--- config.mk ---
export PLATFORM = sky130hd
export DESIGN_NAME = bbc_cfg
export DESIGN_NICKNAME = d
export VERILOG_FILES = /design/src/bbc_cfg.v
export VERILOG_INCLUDE_DIRS = /design/src
export SDC_FILE = /design/constraint.sdc
export NUM_CORES = 1
export LEC_CHECK = 0
export ABC_AREA = 1
export BUFFER_PORTS_ARGS = -buffer_cell sky130_fd_sc_hd__buf_2
export CAP_MARGIN = 20
export CORE_AREA = 2 2 164 166
export DETAILED_ROUTE_END_ITERATION = 8
export DIE_AREA = 0 0 166 168
export HOLD_SLACK_MARGIN = 0.06
export SYNTH_ARGS = -nofsm -noshare
export SYNTH_HDL_FRONTEND = slang
export SYNTH_SLANG_ARGS = --single-unit
--- constraint.sdc ---
create_clock -name clk_i -period 1.5 [get_ports clk_i]
set_input_delay 0.3 -clock clk_i [delete_from_list [all_inputs] [get_ports clk_i]]
set_output_delay 0.3 -clock clk_i [all_outputs]
set_load 0.02 [all_outputs]
--- src/bbc_map.vh ---
// register map and field layout of the converter and agc configuration bank
`ifndef BBC_MAP_VH
`define BBC_MAP_VH

// printed offsets are register indices; byte address is four times the index
`define BBC_IDX_CLOCK_TEST   8'h18
`define BBC_IDX_POWER_TEST   8'h1A
`define BBC_IDX_FORMAT_OBS   8'h1C
`define BBC_IDX_GAIN_CLIP    8'h1E
`define BBC_IDX_SAT_COUNTS   8'h20
`define BBC_IDX_RF_PAD       8'h22
`define BBC_IDX_HI_SAT       8'h24

`define BBC_RESET_VALUE      8'h00

`define BBC_CLK_SRC_BIT      7
`define BBC_MANUAL_PWR_BIT   0
`define BBC_FORMAT_BIT       7
`define BBC_OBS_SEL_HI       6
`define BBC_OBS_SEL_LO       4
`define BBC_TBUS_DAC_BIT     3
`define BBC_RFADC_DAC_BIT    2

`define BBC_OBS_TX_FILTER    3'h0
`define BBC_OBS_DOWNCONV     3'h1
`define BBC_OBS_CHIP_TIMING  3'h2
`define BBC_OBS_IQ_ADC       3'h3
`define BBC_OBS_PICKER       3'h4
`define BBC_OBS_MF_WEIGHTS   3'h5
`define BBC_OBS_TEST_BUS     3'h6
`define BBC_OBS_CORRELATOR   3'h7

`define BBC_SYNC_PULSE       6'h20

`endif

--- src/bbc_cfg.v ---
// apb register bank steering converter clocks, power, observation dac and agc limits
//
// The APB register port is this design's own decision.
`timescale 1ns/1ps
`default_nettype none
`include "bbc_map.vh"

module bbc_cfg #(
  parameter ACC_W = 16,
  parameter PICK_W = 12,
  parameter MF_N = 16
) (
  input  wire                clk_i,
  input  wire                srst_i,
  input  wire                psel_i,
  input  wire                penable_i,
  input  wire                pwrite_i,
  input  wire [31:0]         paddr_i,
  input  wire [31:0]         pwdata_i,
  input  wire [3:0]          pstrb_i,
  output reg  [31:0]         prdata_o,
  output reg                 pready_o,
  output reg                 pslverr_o,
  input  wire                transmit_power_enable_i,
  input  wire                receive_power_enable_i,
  output reg                 clk_from_serial_data_in_pin_o,
  output reg  [6:0]          conv_clk_run_o,
  output reg                 digital_standby_o,
  output reg                 transmit_sleep_o,
  output reg                 receive_sleep_o,
  output reg                 iq_sleep_o,
  output reg                 analog_tx_shutdown_o,
  output reg                 analog_rx_shutdown_o,
  output reg                 analog_standby_o,
  input  wire [5:0]          i_adc_i,
  input  wire [5:0]          q_adc_i,
  input  wire [5:0]          rf_adc_i,
  output reg  [5:0]          i_adc_o,
  output reg  [5:0]          q_adc_o,
  output reg  [5:0]          rf_adc_o,
  output reg  [1:0]          reference_setting_o,
  input  wire [5:0]          tx_filter_i_i,
  input  wire [5:0]          tx_filter_q_i,
  input  wire [5:0]          downconv_i_i,
  input  wire [5:0]          downconv_q_i,
  input  wire [ACC_W-1:0]    chip_timing_accumulator_i,
  input  wire [PICK_W-1:0]   picker_winner_i_i,
  input  wire [PICK_W-1:0]   picker_winner_q_i,
  input  wire [MF_N*6-1:0]   matched_filter_weights_i,
  input  wire [5:0]          test_bus_i,
  input  wire                test_bus_is_input_i,
  input  wire [5:0]          correlator_i_i,
  input  wire [5:0]          correlator_q_i,
  output reg  [5:0]          obs_dac_i_o,
  output reg  [5:0]          obs_dac_q_o,
  input  wire [5:0]          rx_dac_data_i,
  input  wire [5:0]          tx_dac_data_i,
  output reg  [5:0]          rx_dac_o,
  output reg  [5:0]          tx_dac_o,
  input  wire [8:0]          atten_acc_next_i,
  output reg  [6:0]          atten_acc_o,
  input  wire [4:0]          iq_sat_count_i,
  output reg                 mid_low_step_trigger_o,
  output reg  [3:0]          mid_sat_count_o,
  output reg  [3:0]          low_sat_count_o,
  output reg  [5:0]          rf_pad_db_o,
  output reg  [4:0]          high_sat_step_o
);

  localparam CNT_W = 5;

  reg  [7:0]       converter_clock_test;
  reg  [7:0]       converter_power_test;
  reg  [7:0]       converter_format_observe;
  reg  [7:0]       gain_clip_limit;
  reg  [7:0]       saturation_counts;
  reg  [7:0]       rf_pad_value;
  reg  [7:0]       high_saturation_step;
  reg  [CNT_W-1:0] mf_phase;

  wire [7:0]  idx      = paddr_i[9:2];
  wire        aligned  = (paddr_i[1:0] == 2'h0) && (paddr_i[31:10] == 22'h0);
  wire        setup    = psel_i && !penable_i;
  wire        wr_take  = psel_i && penable_i && pready_o && pwrite_i && !pslverr_o;
  wire        lane0    = pstrb_i[0];
  reg         hit;
  reg  [7:0]  rd_val;

  // register decode; every bit including unused ones reads back
  always @* begin
    hit = aligned;
    rd_val = 8'h00;
    case (idx)
      `BBC_IDX_CLOCK_TEST: rd_val = converter_clock_test;
      `BBC_IDX_POWER_TEST: rd_val = converter_power_test;
      `BBC_IDX_FORMAT_OBS: rd_val = converter_format_observe;
      `BBC_IDX_GAIN_CLIP:  rd_val = gain_clip_limit;
      `BBC_IDX_SAT_COUNTS: rd_val = saturation_counts;
      `BBC_IDX_RF_PAD:     rd_val = rf_pad_value;
      `BBC_IDX_HI_SAT:     rd_val = high_saturation_step;
      default:             hit = 1'b0;
    endcase
  end

  // no wait state: answer decided in setup, shown in the first access cycle
  always @(posedge clk_i) begin
    if (srst_i) begin
      pready_o  <= 1'b0;
      pslverr_o <= 1'b0;
      prdata_o  <= 32'h00000000;
    end else if (setup) begin
      pready_o  <= 1'b1;
      pslverr_o <= !hit;
      prdata_o  <= (hit && !pwrite_i) ? {24'h000000, rd_val} : 32'h00000000;
    end else begin
      pready_o  <= 1'b0;
      pslverr_o <= 1'b0;
    end
  end

  // writes land only on the accepted access edge, low byte lane
  always @(posedge clk_i) begin
    if (srst_i) begin
      converter_clock_test     <= `BBC_RESET_VALUE;
      converter_power_test     <= `BBC_RESET_VALUE;
      converter_format_observe <= `BBC_RESET_VALUE;
      gain_clip_limit          <= `BBC_RESET_VALUE;
      saturation_counts        <= `BBC_RESET_VALUE;
      rf_pad_value             <= `BBC_RESET_VALUE;
      high_saturation_step     <= `BBC_RESET_VALUE;
    end else if (wr_take && lane0) begin
      case (idx)
        `BBC_IDX_CLOCK_TEST: converter_clock_test     <= pwdata_i[7:0];
        `BBC_IDX_POWER_TEST: converter_power_test     <= pwdata_i[7:0];
        `BBC_IDX_FORMAT_OBS: converter_format_observe <= pwdata_i[7:0];
        `BBC_IDX_GAIN_CLIP:  gain_clip_limit          <= pwdata_i[7:0];
        `BBC_IDX_SAT_COUNTS: saturation_counts        <= pwdata_i[7:0];
        `BBC_IDX_RF_PAD:     rf_pad_value             <= pwdata_i[7:0];
        `BBC_IDX_HI_SAT:     high_saturation_step     <= pwdata_i[7:0];
        default: ;
      endcase
    end
  end

  // converter clocking
  always @(posedge clk_i) begin
    if (srst_i) begin
      clk_from_serial_data_in_pin_o <= 1'b0;
      conv_clk_run_o                <= 7'h7F;
    end else begin
      clk_from_serial_data_in_pin_o <= converter_clock_test[`BBC_CLK_SRC_BIT];
      conv_clk_run_o                <= ~converter_clock_test[6:0];
    end
  end

  // power controls; reset itself counts as the automatic standby cause
  wire manual = converter_power_test[`BBC_MANUAL_PWR_BIT];
  wire transmit_power_enable  = transmit_power_enable_i;
  wire receive_power_enable  = receive_power_enable_i;
  always @(posedge clk_i) begin
    if (srst_i) begin
      digital_standby_o    <= 1'b1;
      transmit_sleep_o     <= 1'b1;
      receive_sleep_o      <= 1'b1;
      iq_sleep_o           <= 1'b1;
      analog_tx_shutdown_o <= 1'b1;
      analog_rx_shutdown_o <= 1'b1;
      analog_standby_o     <= 1'b1;
    end else if (manual) begin
      digital_standby_o    <= converter_power_test[7];
      transmit_sleep_o     <= converter_power_test[6];
      receive_sleep_o      <= converter_power_test[5];
      iq_sleep_o           <= converter_power_test[4];
      analog_tx_shutdown_o <= converter_power_test[3];
      analog_rx_shutdown_o <= converter_power_test[2];
      analog_standby_o     <= converter_power_test[1];
    end else begin
      digital_standby_o    <= 1'b0;
      transmit_sleep_o     <= !transmit_power_enable;
      receive_sleep_o      <= !receive_power_enable;
      iq_sleep_o           <= !(transmit_power_enable || receive_power_enable);
      analog_tx_shutdown_o <= !transmit_power_enable;
      analog_rx_shutdown_o <= !receive_power_enable;
      analog_standby_o     <= !(transmit_power_enable || receive_power_enable);
    end
  end

  // offset binary is two's complement with the sign bit inverted
  wire fmt = converter_format_observe[`BBC_FORMAT_BIT];
  always @(posedge clk_i) begin
    if (srst_i) begin
      i_adc_o             <= 6'h00;
      q_adc_o             <= 6'h00;
      rf_adc_o            <= 6'h00;
      reference_setting_o <= 2'h0;
    end else begin
      i_adc_o             <= {i_adc_i[5] ^ fmt, i_adc_i[4:0]};
      q_adc_o             <= {q_adc_i[5] ^ fmt, q_adc_i[4:0]};
      rf_adc_o            <= {rf_adc_i[5] ^ fmt, rf_adc_i[4:0]};
      reference_setting_o <= converter_format_observe[1:0];
    end
  end

  // weight rotation: even phases carry the sync pulse, odd ones a weight
  always @(posedge clk_i) begin
    if (srst_i) begin
      mf_phase <= {CNT_W{1'b0}};
    end else begin
      mf_phase <= mf_phase + 1'b1;
    end
  end

  wire [2:0] obs_sel = converter_format_observe[`BBC_OBS_SEL_HI:`BBC_OBS_SEL_LO];
  wire [3:0] mf_idx  = mf_phase[CNT_W-1:1];
  wire [5:0] mf_word = matched_filter_weights_i[mf_idx*6 +: 6];
  reg  [5:0] next_obs_i;
  reg  [5:0] next_obs_q;

  always @* begin
    next_obs_i = 6'h00;
    next_obs_q = 6'h00;
    case (obs_sel)
      `BBC_OBS_TX_FILTER: begin
        next_obs_i = tx_filter_i_i;
        next_obs_q = tx_filter_q_i;
      end
      `BBC_OBS_DOWNCONV: begin
        next_obs_i = downconv_i_i;
        next_obs_q = downconv_q_i;
      end
      `BBC_OBS_CHIP_TIMING: begin
        next_obs_i = 6'h00;
        next_obs_q = chip_timing_accumulator_i[ACC_W-1:ACC_W-6];
      end
      `BBC_OBS_IQ_ADC: begin
        next_obs_i = i_adc_i;
        next_obs_q = q_adc_i;
      end
      `BBC_OBS_PICKER: begin
        next_obs_i = picker_winner_i_i[PICK_W-1:PICK_W-6];
        next_obs_q = picker_winner_q_i[PICK_W-1:PICK_W-6];
      end
      `BBC_OBS_MF_WEIGHTS: begin
        next_obs_i = mf_phase[0] ? mf_word : `BBC_SYNC_PULSE;
        next_obs_q = mf_phase[0] ? mf_word : `BBC_SYNC_PULSE;
      end
      `BBC_OBS_TEST_BUS: begin
        // only meaningful while the test bus pins are inputs
        next_obs_i = test_bus_is_input_i ? test_bus_i : 6'h00;
        next_obs_q = test_bus_is_input_i ? test_bus_i : 6'h00;
      end
      `BBC_OBS_CORRELATOR: begin
        next_obs_i = correlator_i_i;
        next_obs_q = correlator_q_i;
      end
      default: begin
        next_obs_i = 6'h00;
        next_obs_q = 6'h00;
      end
    endcase
  end

  wire rfadc_to_rx = converter_format_observe[`BBC_RFADC_DAC_BIT];
  wire tbus_to_dac = converter_format_observe[`BBC_TBUS_DAC_BIT] && !rfadc_to_rx;

  always @(posedge clk_i) begin
    if (srst_i) begin
      obs_dac_i_o <= 6'h00;
      obs_dac_q_o <= 6'h00;
      rx_dac_o    <= 6'h00;
      tx_dac_o    <= 6'h00;
    end else begin
      obs_dac_i_o <= next_obs_i;
      obs_dac_q_o <= next_obs_q;
      // rf adc path wins over the test bus path
      rx_dac_o    <= rfadc_to_rx ? rf_adc_i : (tbus_to_dac ? test_bus_i : rx_dac_data_i);
      tx_dac_o    <= tbus_to_dac ? test_bus_i : tx_dac_data_i;
    end
  end

  // agc limits; negative requests are signed and clamp to zero
  wire [6:0] clip     = gain_clip_limit[6:0];
  wire       acc_neg  = atten_acc_next_i[8];
  wire       acc_over = !acc_neg && (atten_acc_next_i[7:0] > {1'b0, clip});
  wire [3:0] hi_count = high_saturation_step[3:0];

  always @(posedge clk_i) begin
    if (srst_i) begin
      atten_acc_o            <= 7'h00;
      mid_low_step_trigger_o <= 1'b0;
      mid_sat_count_o        <= 4'h0;
      low_sat_count_o        <= 4'h0;
      rf_pad_db_o            <= 6'h00;
      high_sat_step_o        <= 5'h00;
    end else begin
      atten_acc_o            <= acc_neg ? 7'h00 :
                                (acc_over ? clip : atten_acc_next_i[6:0]);
      mid_low_step_trigger_o <= iq_sat_count_i > {1'b0, saturation_counts[7:4]};
      mid_sat_count_o        <= saturation_counts[7:4];
      low_sat_count_o        <= saturation_counts[3:0];
      rf_pad_db_o            <= rf_pad_value[5:0];
      high_sat_step_o        <= (iq_sat_count_i > {1'b0, hi_count}) ?
                                {high_saturation_step[7:4], 1'b0} : 5'h00;
    end
  end

endmodule
`default_nettype wire

==> summary.md, run 1 <==
| Metric | Value |
|---|---|
| Status | `finished, final reports clean` |
| Finished Layout Cells | `1919` |
| Mapped Area | `7900 um^2` |
| # IOs | `418` |
| Worst setup EP type | `flop` |
| Placed Area | `10400 um^2` |
| First-pass GRT wire length | `44500 um` |
| Die height | `168 um` |
| Most frequent cells in the layout | `buf_2 (343), nor2_1 (185), nand2_1 (177)` |
| Antenna viol nets, final | `0` |
| FP Rows | `60` |
| Crit-path max FO | `8` |
| Initial antenna violation count | `7` |
| Final WL | `29600 um` |
| Leading cell type in the layout, fill and taps excluded | `buf_2` |
| Max-slew violations | `0` |
| CTS Buf Count | `17` |
| R2R Path Start | `converter_format_observe[6]` |
| Number of port buffers | `343` |
| Per-cell via count in the routed design | `4.71` |
| Die area | `27900 um^2` |
| Largest net degree at the start of global routing | `49` |
| Clk_lat worst skew | `0.42 ns` |
| Reg-to-reg setup timing slack | `0.002 ns` |
| Worst VDD drop | `0.622 mV` |
| Via count | `9046` |
| Routed WL per cell | `15.4 um` |
| Post-synthesis sequential area ratio | `39.5%` |
| CTS tree | `done` |
| Top cells by area, synth | `dfxtp_1 (40%), nor2_1 (8.9%), nand2_1 (8.9%)` |
| Final Hold Viols | `0` |
| Sequence of cells on the critical path | `inv_1 -> nor3_2 -> buf_4 -> buf_4 -> a211oi_2 -> buf_4 -> a21oi_1` |
| Post-synth EDFFs | `0` |
| H-tree depth | `4` |
| Post-route minimum period | `1.50 ns` |
| Placed cell count | `1868` |
| Fmax | `0.668 GHz` |
| Synth top area share | `39.5%` |
| Synth warn | `0` |
| CP delay by family, top | `buffers and inverters` |
| Placer Congestion | `0.874` |
| Crit start category | `flop` |
| Comb power frac | `15.3%` |
| CTS sink cnt | `156` |
| Int Pwr | `7.09 mW` |
| Clock Power Share | `42.4%` |
| Final worst slack | `0.00193 ns` |
| Sequential Power Share | `42.3%` |
| Final setup TNS | `0 ns` |
| CTS clk-pin slew, worst paths | `0.07 ns` |
| Share of cells above drive strength 1 | `37.0%` |
| Crit Reg-Reg Endpoint | `obs_dac_i_o[1]` |
| Reg2Reg Depth | `7` |
| WHS Endpoint | `rf_adc_o[0]` |
| Pleak | `5.53 nW` |
| #FFs+latches synth | `156` |
| Hold Path Depth | `3` |
| Crit path top cell by count | `buf_4` |
| Dominant cell type by area after synthesis | `dfxtp_1` |
| Router iterations before antenna repair | `5` |
| Vias in the first global route | `8497` |
| Place WS | `-0.209 ns` |
| DRC viols | `0` |
| CTS root buf | `clkbuf_16` |
| Pwr Total | `10.1 mW` |
| Max cap viols | `0` |
| Syn Inst Count | `1158` |
| Starting Density | `30.0%` |
| Synthesis-to-layout area growth | `46.3%` |
| RSZ-0062 raised after global routing | `yes` |
| Slowest cell on crit path | `dfxtp_2` |
| Net switching power | `2.98 mW` |
| GRT overflow | `0` |
| Power density cells | `871 nW/um^2` |
| Avg Cell Area, Syn | `6.82 um^2` |
| Final instance area | `11600 um^2` |
| Fin Clk Skew | `0.00754 ns` |
| Sw Ratio | `29.6%` |
| Core area | `26400 um^2` |
| Setup violations, final | `0` |
| Worst min-delay path class | `primary input to flop` |
| CP Class | `flop to flop` |
| WHS | `0.0995 ns` |
| DP Wirelength | `22400 um` |
| DRT iter0 DRCs | `582` |
| CP Buf/Inv Count | `4` |
| Period Utilization, post-route | `99.9%` |
| Ys flop type | `dfxtp_1` |
| Die X | `166 um` |
| Critical Path Max Stage Delay | `0.35 ns` |
| Nets@finish | `1872` |
| CP arrival | `1.81 ns` |
| Clock Tree Buf Depth | `2` |
| Required @ worst endpoint | `1.81 ns` |
| Post-layout util | `43.9%` |
| Total track usage | `20.0%` |
| Hold path startpoint | `rf_adc_i[0]` |
| FFs w/ async S/R, synth | `0%` |
| Library cells used by synthesis | `36` |
-- cell families after synthesis --
family | count (synthesis) | synth area share, %
and+or+nand+nor | 528 | 29.0
AOI/OAI and AO/OA | 245 | 16.6
buffers and inverters | 208 | 11.8
DFF | 156 | 39.5
adders and majority gates | 16 | 2.53
xor gates and xnor gates | 4 | 0.443
other | 1 | 0.0475
-- worst max-delay path by stage --
stage | startpoint | end | slack [ns] | cells after the start
after floorplan | pready_o | converter_format_observe[5] | 0.01 | 8
after global placement | converter_format_observe[5] | obs_dac_i_o[1] | -0.20 | 8
after detailed placement | converter_format_observe[5] | obs_dac_i_o[1] | -0.21 | 8
after CTS | converter_format_observe[4] | obs_dac_q_o[0] | -0.004 | 9
after global routing | gain_clip_limit[4] | atten_acc_o[3] | -0.11 | 9
final | converter_format_observe[6] | obs_dac_i_o[1] | 0.002 | 7
-- repair_timing --
| action | 4_1_cts | 5_1_grt |
|---|---|---|
| setup endpoints to repair | 19 | 43 |
| setup buffers | 0 | 5 |
| gates cloned | 1 | 7 |
| hold buffers | 0 | 0 |
| gates resized for setup | 33 | 80 |
| pin swaps | 6 | 21 |
-- cell usage after synthesis, types with 2 or more instances --
cell        n
nor2_1    188
nand2_1   187
dfxtp_1   156
o21ai_0   126
inv_1     125
nand3_1    96
a21oi_1    82
buf_4      34
clkbuf_1   31
ha_1       16
nor3_1     16
o211ai_1   16
buf_2      13
nand4_1    10
nor2_4      9
nor2_2      8
a22o_1      6
nand2_2     6
o22ai_1     5
xnor2_1     4
a211oi_1    3
inv_2       3
o21ai_1     3
a21boi_0    2
or2_2       2
-- flip-flops by register name, summed over array words and instances, names as in the netlist, 4 cells and up --
| register | flops |
|---|---|
| conv_clk_run_o | 7 |
| obs_dac_q_o | 6 |
| tx_dac_o | 6 |
| rf_pad_db_o | 6 |
| atten_acc_o | 7 |
| prdata_o | 8 |
| rf_adc_o | 6 |
| high_saturation_step | 8 |
| rx_dac_o | 6 |
| high_sat_step_o | 4 |
| converter_clock_test | 8 |
| gain_clip_limit | 8 |
| i_adc_o | 6 |
| converter_power_test | 8 |
| q_adc_o | 6 |
| saturation_counts | 8 |
| rf_pad_value | 8 |
| low_sat_count_o | 4 |
| obs_dac_i_o | 6 |
| mf_phase | 5 |
| mid_sat_count_o | 4 |
| converter_format_observe | 8 |
-- power by group through the flow --
stage / Combinational, mW / Clock (mW) / Sequential [mW]
floorplan: 0.654 / 0 / 4.46
global placement: 1.38 / 0 / 4.35
detailed placement: 1.38 / 0 / 4.35
CTS: 1.42 / 4.38 / 4.26
global route: 1.68 / 4.57 / 4.27
finish: 1.54 / 4.27 / 4.26
-- layout make-up --
class                   instances  area, um^2
well taps                     341         427
clock inverters                15         146
flip-flops and latches        156        3150
multi-input cells             821        4270
diodes                          7        17.5
repair buffers                433        2630
clock buffers                  17         425
fillers                      2762       14800
inverters                     129         492
-- routing by layer --
layer / part of all wire, % / up-vias / wire, um / global-route usage, %
met3: 7.0 / 44 / 2060 / 5.24
met5: 0 / - / 0 / 0
met4: 2.7 / 0 / 796 / 7.15
li1: - / 4526 / - / -
met1: 41 / 4107 / 12100 / 23.6
met2: 50 / 369 / 14600 / 35.1
-- tightest hold or removal path, cell delays in order --
cell and delay [ns]:
buf_2 0.08, inv_1 0.04, nor2_1 0.07
Note: power is estimated with default switching activity, not from simulation.
==> run 2: changes to the inputs <==
--- a/config.mk
+++ b/config.mk
@@ -6,12 +6,11 @@
 export SDC_FILE = /design/constraint.sdc
 export NUM_CORES = 1
 export LEC_CHECK = 0
-export ABC_AREA = 1
 export BUFFER_PORTS_ARGS = -buffer_cell sky130_fd_sc_hd__buf_2
 export CAP_MARGIN = 20
-export CORE_AREA = 2 2 164 166
+export CORE_AREA = 2 2 163 165
 export DETAILED_ROUTE_END_ITERATION = 8
-export DIE_AREA = 0 0 166 168
+export DIE_AREA = 0 0 165 167
 export HOLD_SLACK_MARGIN = 0.06
 export SYNTH_ARGS = -nofsm -noshare
 export SYNTH_HDL_FRONTEND = slang
==> summary.md, run 2 <==
| Metric | Value |
|---|---|
| Status | `complete, but fails checks` |
| Failing checks | `setup timing` |
| Int Pwr | `7.62 mW` |
| Pleak | `5.20 nW` |
| DP Wirelength | `22200 um` |
| Slew @ Worst Pin | `0.679 ns` |
| Post-synthesis sequential area ratio | `40.1%` |
| R2R Path Start | `gain_clip_limit[5]` |
| Placed cell count | `1504` |
| Worst VDD drop | `0.760 mV` |
| Worst min-delay path class | `primary input to flop` |
| CTS sink cnt | `156` |
| CTS Buf Count | `17` |
| Fin Clk Skew | `0.0120 ns` |
| Crit Reg-Reg Endpoint | `atten_acc_o[4]` |
| Ys flop type | `dfxtp_1` |
| FP Rows | `59` |
| Most frequent cells in the layout | `buf_2 (342), dfxtp_1 (145), nor2_1 (103)` |
| Pwr Total | `10.3 mW` |
| Syn Inst Count | `790` |
| Crit start category | `flop` |
| Post-synth EDFFs | `0` |
| GRT overflow | `0` |
| Power density cells | `909 nW/um^2` |
| Final Hold Viols | `0` |
| Vias in the first global route | `7335` |
| Clock Power Share | `45.7%` |
| Sequence of cells on the critical path | `inv_2 -> ha_4 -> or3_4 -> o32ai_4 -> buf_6 -> mux2i_2 -> nor2_1` |
| Share of cells above drive strength 1 | `48.3%` |
| First-pass GRT wire length | `41800 um` |
| Net switching power | `2.69 mW` |
| Die area | `27600 um^2` |
| Avg Cell Area, Syn | `9.86 um^2` |
| Comb power frac | `13.0%` |
| Core area | `25800 um^2` |
| Synth top cells by count | `dfxtp_1 (156), nor2_1 (105), mux2i_1 (73), nor2b_1 (37), a21oi_1 (36)` |
| Max-slew violations | `0` |
| Largest net degree at the start of global routing | `53` |
| Fillers | `2577` |
| Top cells by area, synth | `dfxtp_1 (40%), mux2i_1 (9.4%), mux4_2 (6.9%)` |
| Hold path startpoint | `i_adc_i[3]` |
| Final WL | `27900 um` |
| Routed WL per cell | `18.1 um` |
| Most frequent cell after synthesis | `dfxtp_1` |
| Max_slew headroom | `54.7%` |
| Hold buffers post-CTS | `0` |
| #FFs+latches synth | `156` |
| Synth top area share | `40.1%` |
| # IOs | `418` |
| Max cap viols | `0` |
| CP Class | `flop to flop` |
| Hold Path Depth | `2` |
| Final worst slack | `-0.260 ns` |
| CP arrival | `2.08 ns` |
| Sw Ratio | `26.0%` |
| DRT iter0 DRCs | `439` |
| WHS Endpoint | `i_adc_o[3]` |
| Post-route minimum period | `1.76 ns` |
| Clock Tree Buf Depth | `2` |
| Library cells used by synthesis | `67` |
| Finished Layout Cells | `1543` |
| Starting Density | `30.2%` |
| CTS tree | `done` |
| Reg-to-reg setup timing slack | `-0.26 ns` |
| RSZ-0062 raised after global routing | `yes` |
| Nets@finish | `1508` |
| Via count | `7437` |
| Total track usage | `20.0%` |
| H-tree depth | `4` |
| Period Utilization, post-route | `117%` |
| Critical Path Max Stage Delay | `0.37 ns` |
| Post-layout util | `44.0%` |
| DRC viols | `0` |
| Synth warn | `0` |
| Dominant cell type by area after synthesis | `dfxtp_1` |
| Placer Congestion | `0.891` |
| Reg2Reg Depth | `7` |
| Synthesis-to-layout area growth | `45.6%` |
| CTS root buf | `clkbuf_16` |
| CTS clk-pin slew, worst paths | `0.08 ns` |
| Die height | `167 um` |
| Worst setup EP type | `flop` |
| Antenna viol nets, final | `0` |
| Sequential Power Share | `41.3%` |
| Setup violations, final | `52` |
| Clk_lat worst skew | `0.43 ns` |
| Leading cell type in the layout, fill and taps excluded | `buf_2` |
| Initial antenna violation count | `2` |
| Router iterations before antenna repair | `5` |
| Slowest cell on crit path | `or3_4` |
| Die X | `165 um` |
| Crit-path max FO | `4` |
| Number of port buffers | `343` |
| Mapped Area | `7790 um^2` |
| Fmax | `0.568 GHz` |
| Per-cell via count in the routed design | `4.82` |
| Required @ worst endpoint | `1.82 ns` |
| FFs w/ async S/R, synth | `0%` |
-- run 2: cell count changes in the layout (fill, tap and decap cells not counted), sizes merged, moves of 12 or more --
cell | before | now
a21oi | 82 | 36
o21ai | 129 | 13
a22oi | 0 | 25
nand3 | 98 | 22
mux4 | 0 | 24
o211ai | 16 | 0
nand2b | 0 | 21
inv | 138 | 28
mux2i | 0 | 73
a221oi | 0 | 12
nor2 | 208 | 105
nor2b | 0 | 37
nand2 | 194 | 29
-- run 2: worst max path at each step --
stage / from / cells after the start / slack [ns] / to
CTS: gain_clip_limit[3] / 8 / -0.21 / atten_acc_o[3]
detailed placement: atten_acc_next_i[3] / 8 / -0.33 / atten_acc_o[3]
floorplan: gain_clip_limit[5] / 6 / -0.22 / atten_acc_o[0]
finish: gain_clip_limit[5] / 7 / -0.26 / atten_acc_o[4]
global route: gain_clip_limit[5] / 7 / -0.34 / atten_acc_o[4]
global placement: atten_acc_next_i[3] / 8 / -0.30 / atten_acc_o[3]
-- run 2: what timing repair did --
action | in CTS | in global routing
setup endpoints to repair | 68 | 78
setup buffers | 2 | 3
cloned | 1 | 0
gates resized for setup | 44 | 30
pin swaps | 23 | 22
hold endpoints to repair | 0 | 0
-- run 2: worst max-delay path, delay by kind of cell (launching register included) --
| family | cells | cell delay (ns) |
|---|---|---|
| compound gates | 1 | 0.33 |
| buf+inv | 2 | 0.22 |
| fa+ha+maj | 1 | 0.14 |
| mux | 1 | 0.21 |
| flops | 1 | 0.34 |
| simple gates | 2 | 0.42 |
-- run 2: metrics by stage --
stage               TNS (ns)  setup WS, ns  instance area (um^2)  hold slack, ns
floorplan              -7.24        -0.224                  7970           0.382
finish                 -5.30        -0.260                 11300          0.0895
global placement      -16.83        -0.303                 10300           0.406
global route          -10.06        -0.344                 11300          0.0927
CTS                    -4.35        -0.208                 11200          0.0732
detailed placement    -18.24        -0.330                 10300           0.408
-- run 2: cells by family (layout without fill, tap and decap cells) --
family          Yosys count  in the layout  synth area share (%)
simple gates            265            265                  18.3
flops                   156            156                  40.1
compound gates          138            138                  12.8
mux                     108            108                  17.9
buf+inv                 100            493                  7.58
fa+ha+maj                16             16                  2.57
xor+xnor                  6              6                 0.675
other cells               1             26                0.0482
-- run 2: layer usage --
| layer | track usage, % | share of wire, % | vias to the layer above |
|---|---|---|---|
| li1 | - | - | 3594 |
| met1 | 28.1 | 45 | 3547 |
| met2 | 30.8 | 47 | 268 |
| met3 | 4.68 | 6.9 | 28 |
| met4 | 4.88 | 1.2 | 0 |
| met5 | 0 | 0 | - |
-- run 2: power by group through the flow --
stage / sequential [mW] / combinational (mW) / clock [mW]
2_1_floorplan: 4.45 / 0.593 / 0
4_1_cts: 4.25 / 1.31 / 4.82
6_report: 4.25 / 1.35 / 4.71
5_1_grt: 4.26 / 1.45 / 4.98
3_5_place_dp: 4.35 / 1.26 / 0
3_3_place_gp: 4.35 / 1.26 / 0
-- run 2: layout make-up --
type	count	area, um^2	area share (%)
Antenna cell	1	2.50	0.0221
Clock buffer	18	439	3.87
Clock inverter	14	198	1.74
Inverter	20	75.1	0.662
Multi-Input combinational cell	558	4460	39.3
Sequential cell	156	3150	27.8
Tap cell	335	419	3.70
Timing Repair Buffer	441	2600	22.9
